==> config.mk <==
export PLATFORM = sky130hd
export DESIGN_NAME = esc_csr
export DESIGN_NICKNAME = d
export VERILOG_FILES = /design/src/esc_pkg.sv /design/src/esc_field.sv /design/src/esc_csr.sv
export SDC_FILE = /design/constraint.sdc
export NUM_CORES = 1
export LEC_CHECK = 0
export ABC_AREA = 1
export BUFFER_PORTS_ARGS = -buffer_cell sky130_fd_sc_hd__buf_2
export CAP_MARGIN = 20
export CORE_MARGIN = 2
export CORE_UTILIZATION = 59
export DETAILED_ROUTE_END_ITERATION = 10
export GPL_ROUTABILITY_DRIVEN = 0
export MAX_ROUTING_LAYER = met4
export PLACE_DENSITY = 0.82
export SETUP_SLACK_MARGIN = 0.3
export SLEW_MARGIN = 10
export SYNTH_ARGS = -nofsm -noshare
export SYNTH_HDL_FRONTEND = slang
export SYNTH_SLANG_ARGS = --single-unit
==> constraint.sdc <==
create_clock -name clk_i -period 1.7 [get_ports clk_i]
set_input_delay 0.17 -clock clk_i [delete_from_list [all_inputs] [get_ports clk_i]]
set_output_delay 0.17 -clock clk_i [all_outputs]
set_load 0.01 [all_outputs]
==> src/esc_pkg.sv <==
/*
 * esc_pkg: register offsets, field positions, codes and states of the
 * edge-rate and contention register slice.
 * Assumes: included before esc_field and esc_csr.
 */
package esc_pkg;
	// register sub-addresses
	localparam logic [7:0] REG_LP_CLK = 8'h0A;
	localparam logic [7:0] REG_DATA_HS = 8'h0B;
	localparam logic [7:0] REG_CONT = 8'h0D;
	localparam logic [7:0] SUBADDR_RESET = 8'h00;
	localparam logic [7:0] BYTE_ZERO = 8'h00;
	// field positions (lsb of each two-bit field)
	localparam int A_LP_LSB = 6;
	localparam int B_LP_LSB = 4;
	localparam int CLK_HS_LSB = 0;
	localparam int LANE_HS_STEP = 2;
	localparam int NUM_LANES = 4;
	// contention status bit positions
	localparam int B_NEG_BIT = 5;
	localparam int B_POS_BIT = 4;
	localparam int A_NEG_BIT = 1;
	localparam int A_POS_BIT = 0;
	localparam logic [1:0] RSVD_ZERO = 2'h0;
	localparam logic [3:0] CONT_RESET = 4'h0;
	// low-power edge-rate codes
	localparam logic [1:0] SLEW_RESET = 2'h0;
	localparam logic [1:0] LP_18NS = 2'h0;
	localparam logic [1:0] LP_21NS = 2'h1;
	localparam logic [1:0] LP_15NS = 2'h2;
	localparam logic [1:0] LP_27NS = 2'h3;
	// high-speed edge-rate codes
	localparam logic [1:0] HS_200PS = 2'h0;
	localparam logic [1:0] HS_150PS = 2'h1;
	localparam logic [1:0] HS_250PS = 2'h2;
	localparam logic [1:0] HS_300PS = 2'h3;
	// three-level strap pin encoding
	localparam logic [1:0] LVL_LOW = 2'h0;
	localparam logic [1:0] LVL_MID = 2'h1;
	localparam logic [1:0] LVL_HIGH = 2'h2;
	// serial host interface
	localparam logic [3:0] BITS_PER_BYTE = 4'h8;
	localparam logic [3:0] CNT_ZERO = 4'h0;
	localparam logic [6:0] DEV_ADDR_DEFAULT = 7'h2C; // arbitrary value
	typedef enum logic [2:0] {
		ST_IDLE = 3'b000,
		ST_ADDR = 3'b001,
		ST_ADDR_ACK = 3'b010,
		ST_WR_BYTE = 3'b011,
		ST_WR_ACK = 3'b100,
		ST_RD_BYTE = 3'b101,
		ST_RD_ACK = 3'b110
	} esc_state_t;
endpackage

==> src/esc_field.sv <==
/*
 * esc_field: one two-bit edge-rate field, seeded from a strap value once
 * after reset release and rewritable by the host afterwards.
 * Assumes: load_i pulses for one cycle right after reset release.
 */
`timescale 1ns/10ps
module esc_field (
	input wire logic clk_i,
	input wire logic reset_input_pin_i,
	input wire logic load_i,
	input wire logic [1:0] strap_i,
	input wire logic wr_i,
	input wire logic [1:0] wdata_i,
	output logic [1:0] field_o
);
	import esc_pkg::*;

	logic [1:0] field_q;
	logic [1:0] field_d;

	// strap seed first, host writes hold until next reset
	assign field_d = load_i ? strap_i : (wr_i ? wdata_i : field_q);
	assign field_o = field_q;

	// field storage
	always_ff @(posedge clk_i) begin
		if (!reset_input_pin_i) begin
			field_q <= SLEW_RESET;
		end else begin
			field_q <= field_d;
		end
	end
endmodule

==> src/esc_csr.sv <==
/*
 * esc_csr: edge-rate and lane-0 contention registers behind a two-wire
 * serial slave with a sub-address pointer.
 * Assumes: scl_i/sda_i already synchronous to clk_i; the bus wire is
 * low when sda_oen_o is low (sda_o is always 0, open drain).
 */
`timescale 1ns/10ps
module esc_csr #(
	parameter logic [6:0] DEV_ADDR = esc_pkg::DEV_ADDR_DEFAULT
) (
	input wire logic clk_i,
	input wire logic reset_input_pin_i,
	input wire logic scl_i,
	input wire logic sda_i,
	output logic sda_o,
	output logic sda_oen_o,
	input wire logic [1:0] cfg_strap_i,
	input wire logic [1:0] slew_strap_i,
	input wire logic a_lane0_pos_contention_i,
	input wire logic a_lane0_neg_contention_i,
	input wire logic b_lane0_pos_contention_i,
	input wire logic b_lane0_neg_contention_i,
	output logic [1:0] a_side_lp_slew_sel_o,
	output logic [1:0] b_side_lp_slew_sel_o,
	output logic [1:0] clock_lane_hs_slew_sel_o,
	output logic [1:0] lane3_hs_slew_sel_o,
	output logic [1:0] lane2_hs_slew_sel_o,
	output logic [1:0] lane1_hs_slew_sel_o,
	output logic [1:0] lane0_hs_slew_sel_o
);
	import esc_pkg::*;

	esc_state_t state_q;
	logic [3:0] cnt_q;
	logic [7:0] shift_q;
	logic [7:0] tx_q;
	logic [7:0] ptr_q;
	logic rw_q;
	logic first_q;
	logic sda_oen_q;
	logic sda_out_q;
	logic scl_q;
	logic sda_q;
	logic strap_done_q;
	logic [3:0] cont_q;
	logic [1:0] lane_sel [NUM_LANES];

	// bus conditions
	logic scl_rise;
	logic scl_fall;
	logic bus_start;
	logic bus_stop;
	logic byte_done;
	logic addr_hit;
	logic wr_en;
	logic wr_lp_clk;
	logic wr_data_hs;
	logic strap_load;
	logic [1:0] hs_strap;
	logic [7:0] rd_data;
	logic [7:0] lp_clk_word;
	logic [7:0] data_hs_word;
	logic [7:0] cont_word;

	assign scl_rise = scl_i & ~scl_q;
	assign scl_fall = ~scl_i & scl_q;
	assign bus_start = scl_i & scl_q & sda_q & ~sda_i;
	assign bus_stop = scl_i & scl_q & ~sda_q & sda_i;
	assign byte_done = (cnt_q == BITS_PER_BYTE);
	assign addr_hit = (shift_q[7:1] == DEV_ADDR);

	// register write strobes; contention register has no strobe
	assign wr_en = scl_fall & ~bus_start & ~bus_stop & (state_q == ST_WR_BYTE) & byte_done & ~first_q;
	assign wr_lp_clk = wr_en & (ptr_q == REG_LP_CLK);
	assign wr_data_hs = wr_en & (ptr_q == REG_DATA_HS);

	// strap capture in the first cycle after reset release
	assign strap_load = reset_input_pin_i & ~strap_done_q;
	assign hs_strap = (slew_strap_i == LVL_LOW) ? HS_200PS :
		((slew_strap_i == LVL_MID) ? HS_150PS : HS_250PS);

	// read words, reserved bits as zero
	assign lp_clk_word = {a_side_lp_slew_sel_o, b_side_lp_slew_sel_o, RSVD_ZERO, clock_lane_hs_slew_sel_o};
	assign data_hs_word = {lane_sel[3], lane_sel[2], lane_sel[1], lane_sel[0]};
	assign cont_word = {RSVD_ZERO, cont_q[3], cont_q[2], RSVD_ZERO, cont_q[1], cont_q[0]};
	assign rd_data = (ptr_q == REG_LP_CLK) ? lp_clk_word :
		((ptr_q == REG_DATA_HS) ? data_hs_word :
		((ptr_q == REG_CONT) ? cont_word : BYTE_ZERO));

	// edge-rate fields
	esc_field u_a_lp (
		.clk_i(clk_i), .reset_input_pin_i(reset_input_pin_i), .load_i(1'b0), .strap_i(SLEW_RESET),
		.wr_i(wr_lp_clk), .wdata_i(shift_q[A_LP_LSB +: 2]), .field_o(a_side_lp_slew_sel_o)
	);
	esc_field u_b_lp (
		.clk_i(clk_i), .reset_input_pin_i(reset_input_pin_i), .load_i(strap_load), .strap_i(cfg_strap_i),
		.wr_i(wr_lp_clk), .wdata_i(shift_q[B_LP_LSB +: 2]), .field_o(b_side_lp_slew_sel_o)
	);
	esc_field u_clk_hs (
		.clk_i(clk_i), .reset_input_pin_i(reset_input_pin_i), .load_i(strap_load), .strap_i(hs_strap),
		.wr_i(wr_lp_clk), .wdata_i(shift_q[CLK_HS_LSB +: 2]), .field_o(clock_lane_hs_slew_sel_o)
	);

	// data lane fields
	for (genvar i = 0; i < NUM_LANES; i++) begin : g_lane
		esc_field u_lane (
			.clk_i(clk_i), .reset_input_pin_i(reset_input_pin_i), .load_i(strap_load), .strap_i(hs_strap),
			.wr_i(wr_data_hs), .wdata_i(shift_q[i * LANE_HS_STEP +: 2]), .field_o(lane_sel[i])
		);
	end
	assign lane3_hs_slew_sel_o = lane_sel[3];
	assign lane2_hs_slew_sel_o = lane_sel[2];
	assign lane1_hs_slew_sel_o = lane_sel[1];
	assign lane0_hs_slew_sel_o = lane_sel[0];
	assign sda_o = sda_out_q;
	assign sda_oen_o = sda_oen_q;

	// pin history, strap flag and contention capture
	always_ff @(posedge clk_i) begin
		if (!reset_input_pin_i) begin
			scl_q <= 1'b1;
			sda_q <= 1'b1;
			strap_done_q <= 1'b0;
			cont_q <= CONT_RESET;
			sda_out_q <= 1'b0;
		end else begin
			scl_q <= scl_i;
			sda_q <= sda_i;
			strap_done_q <= 1'b1;
			cont_q <= {b_lane0_neg_contention_i, b_lane0_pos_contention_i,
				a_lane0_neg_contention_i, a_lane0_pos_contention_i};
			sda_out_q <= 1'b0;
		end
	end

	// serial slave sequencer: sample on scl rise, drive on scl fall
	always_ff @(posedge clk_i) begin
		if (!reset_input_pin_i) begin
			state_q <= ST_IDLE;
			cnt_q <= CNT_ZERO;
			shift_q <= BYTE_ZERO;
			tx_q <= BYTE_ZERO;
			ptr_q <= SUBADDR_RESET;
			rw_q <= 1'b0;
			first_q <= 1'b0;
			sda_oen_q <= 1'b1;
		end else if (bus_start) begin
			state_q <= ST_ADDR;
			cnt_q <= CNT_ZERO;
			sda_oen_q <= 1'b1;
		end else if (bus_stop) begin
			state_q <= ST_IDLE;
			sda_oen_q <= 1'b1;
		end else if (scl_rise) begin
			if (state_q == ST_ADDR || state_q == ST_WR_BYTE) begin
				shift_q <= {shift_q[6:0], sda_i};
				cnt_q <= cnt_q + 4'h1;
			end else if (state_q == ST_RD_BYTE) begin
				cnt_q <= cnt_q + 4'h1;
			end else if (state_q == ST_RD_ACK && sda_i) begin
				state_q <= ST_IDLE; // not acknowledged, read ends
			end
		end else if (scl_fall) begin
			unique case (state_q)
				ST_IDLE: begin
					sda_oen_q <= 1'b1;
				end
				ST_ADDR: begin
					if (byte_done) begin
						if (addr_hit) begin
							sda_oen_q <= 1'b0;
							rw_q <= shift_q[0];
							first_q <= 1'b1;
							state_q <= ST_ADDR_ACK;
						end else begin
							state_q <= ST_IDLE;
						end
					end
				end
				ST_ADDR_ACK, ST_RD_ACK: begin
					cnt_q <= CNT_ZERO;
					if (state_q == ST_RD_ACK || rw_q) begin
						tx_q <= rd_data;
						ptr_q <= ptr_q + 8'h01;
						sda_oen_q <= rd_data[7];
						state_q <= ST_RD_BYTE;
					end else begin
						sda_oen_q <= 1'b1;
						state_q <= ST_WR_BYTE;
					end
				end
				ST_WR_BYTE: begin
					if (byte_done) begin
						sda_oen_q <= 1'b0;
						state_q <= ST_WR_ACK;
						ptr_q <= first_q ? shift_q : ptr_q + 8'h01;
					end
				end
				ST_WR_ACK: begin
					sda_oen_q <= 1'b1;
					cnt_q <= CNT_ZERO;
					first_q <= 1'b0;
					state_q <= ST_WR_BYTE;
				end
				ST_RD_BYTE: begin
					if (byte_done) begin
						sda_oen_q <= 1'b1;
						state_q <= ST_RD_ACK;
					end else begin
						tx_q <= {tx_q[6:0], 1'b0};
						sda_oen_q <= tx_q[6];
					end
				end
				default: begin
					state_q <= ST_IDLE;
				end
			endcase
		end
	end
endmodule

==> results.json <==
{
  "fin_skew_ps": 7.11,
  "drive_gt1_share_pct": 39.1,
  "synth_enable_flop_cells": 0,
  "portBuffers": 26,
  "cts.sinks": 54,
  "cts_buffers": 5,
  "worstHoldPathType": "in -> reg",
  "clock_latency_ps": 320,
  "criticalPathCategory": "reg -> reg",
  "cts_root_buf": "clkbuf_8",
  "synth_nets": 470,
  "power.density_nw_per_um2": 725,
  "nNetsFinal": 537,
  "met3_usage_pct": 5.89,
  "met1_usage_pct": 38.1,
  "finalSetupTns_ps": 0,
  "seq_area_frac_synth_pct": 36.3,
  "wl_per_cell_um": 19.7,
  "rows": 25,
  "rsz0062_at_grt": "true",
  "antenna_found_initial": 0,
  "ir_drop_uv": 605,
  "setup_viol": 0,
  "leakage_nw": 1.78,
  "post-route-drc-count": 0,
  "synthDistinctLibCells": 33,
  "status": "complete, no violations",
  "dieArea_um2": 5630,
  "grt_max_degree": 33,
  "cp_max_fo": 8,
  "grtUsageMet2_pct": 54.7,
  "holdWs_ps": 26.5,
  "start_util_pct": 62.2,
  "overflow": 0,
  "core_area_um2": 4790,
  "syn_area_per_cell_um2": 6.63,
  "clk_transition_reported_paths_ps": 100,
  "hpwl_um": 5400,
  "reg2reg_slack_ps": 6,
  "n_antenna_cell": 0,
  "cap_violations": 0,
  "cts_tree": "built",
  "endpoint_kind": "flop",
  "path_cells": "buf_12 > nor2_4 > inv_2 > nand2_1 > nand2_2 > nor2_4 > o21ai_0 > a21oi_1",
  "drt-initial-drc-count": 595,
  "drv_slew": 0,
  "critPathArrivalTime_ps": 1920,
  "cp_common_cell": "nor2_4",
  "netlist_instances": 449,
  "worstSetupStartpointType": "flop",
  "first_pass_iters": 6,
  "cts_hold_buf": 0,
  "dr_total_vias": 3837,
  "ys_warn_count": 0,
  "io_pins": 28,
  "synth_seq_cells": 54,
  "totalWireLength_um": 11500,
  "min_period_over_period_pct": 99.6,
  "busiest_layer": "met2",
  "grtUsageTotal_pct": 32.8,
  "clock_path_buffers": 2,
  "die_h_um": 75.0,
  "syn_area_um2": 2980,
  "fillers": 249,
  "hold_viol_final": 0,
  "die_w_um": 75.0,
  "ant_nets": 0,
  "ys_async_sr_fraction_pct": 0,
  "grt_pass1_wl_um": 13700,
  "viasPerCell": 6.57,
  "grt_pass1_vias": 3047,
  "ys.flop_type": "dfxtp_1",
  "fmax_mhz": 590,
  "areaGrowthSynthToFinish_pct": 37.5,
  "min_period_ps": 1690,
  "cp_num_buf_inv": 2,
  "crit_slowest_cell": "dfxtp_4",
  "required_ps": 1920,
  "path_delay_family": "simple AND/OR/NAND/NOR gates",
  "htreeDepth": 2,
  "slowest_delay_ps": 380
}
[flip-flops by register name (all words and copies together) (netlist names)]
signal / flops
g_lane.u_lane.field_o: 8
ptr_q: 8
shift_q: 8
tx_q: 7
cnt_q: 4
cont_q: 4
state_q: 3
u_a_lp.field_o: 2
u_b_lp.field_o: 2
u_clk_hs.field_o: 2
first_q: 1
rw_q: 1
scl_q: 1
sda_oen_o: 1
sda_q: 1
strap_done_q: 1
[repair_timing]
action                                  4_1_cts  5_1_grt
gates cloned                                  3        0
buffers inserted                             20       13
pin swaps                                    17       23
endpoints found under the setup margin       47       47
gates resized for setup                      66       85
[cells in the final DEF (no fill, tap or decap), types with 12 or more instances in the layout]
master and n:
nor2_4 13, a21oi_2 12, buf_2 26, o21ai_1 15
o21ai_0 20, nand2_2 20, dfxtp_1 41, nand2_1 92
buf_4 34, nand3_1 28, a21oi_1 27, inv_2 17
inv_1 29, nor2_1 39
[power by group]
group	internal [mW]	switching, mW	total [mW]
clock network	0.442	0.451	0.893
logic	0.246	0.442	0.688
registers	1.32	0.0682	1.39
total	2.01	0.961	2.97
[cell families after synthesis]
| logic type | after synthesis | synth area share [%] |
|---|---|---|
| buf+inv | 62 | 8.36 |
| compound gates | 79 | 13.5 |
| fa+ha+maj | 9 | 3.78 |
| xor+xnor | 3 | 0.883 |
| other cells | 1 | 0.126 |
| flops | 54 | 36.3 |
| simple gates | 241 | 37.1 |
[cell type report]
| type | instances | area (um^2) | area share [%] |
|---|---|---|---|
| timing repair buffer | 68 | 484 | 11.8 |
| multi-input combinational | 336 | 2110 | 51.5 |
| tap | 67 | 83.8 | 2.05 |
| clock inverter | 1 | 30.0 | 0.733 |
| clock buffer | 7 | 76.3 | 1.86 |
| inverter | 51 | 201 | 4.92 |
| sequential | 54 | 1110 | 27.2 |
[cell usage after synthesis, types with 3 or more instances]
master,n,area share (%)
clkbuf_1,4,0.50
nor2_1,45,5.7
nand4_1,7,1.5
nand2_4,3,1.1
o21ai_0,36,6.1
buf_2,3,0.50
nor3_1,6,1.0
xnor2_1,3,0.88
nand2_1,113,14
a21oi_1,39,6.6
ha_1,9,3.8
nand2_2,4,0.84
nor2_4,4,1.5
inv_2,8,1.0
inv_1,41,5.2
nand3_1,42,7.1
dfxtp_1,54,36
nor2_2,11,2.3
[stage by stage]
step	cells	worst slack (ps)	instance area (um^2)	total power, mW	utilization (%)
2_1_floorplan	449	308	3000	1.71	-
3_3_place_gp	540	48.7	3220	1.80	67.4
3_5_place_dp	540	7.09	3220	1.82	67.4
4_1_cts	571	224	3730	2.78	78.0
5_1_grt	584	-84.3	4100	3.06	85.6
6_report	584	6.45	4100	2.97	85.6
[final timing paths]
| kind | endpoint | from | depth (start not counted) |
|---|---|---|---|
| worst max-delay path | ptr_q[4] | state_q[0] | 8 |
| worst min-delay path | cont_q[3] | b_lane0_neg_contention_i | 3 |
| worst max register to register | ptr_q[4] | state_q[0] | 8 |
| worst min register to register | tx_q[1] | tx_q[1] | 2 |
[worst min-delay path, stage by stage]
cell	delay, ps
buf_2	80
nand2_1	40
inv_1	40
[layer usage]
metal	vias up	routed length, um
met5	-	0
met4	0	958
met3	127	1380
met2	395	5250
met1	1725	3910
li1	1590	-
(Power assumes the default switching activity.)
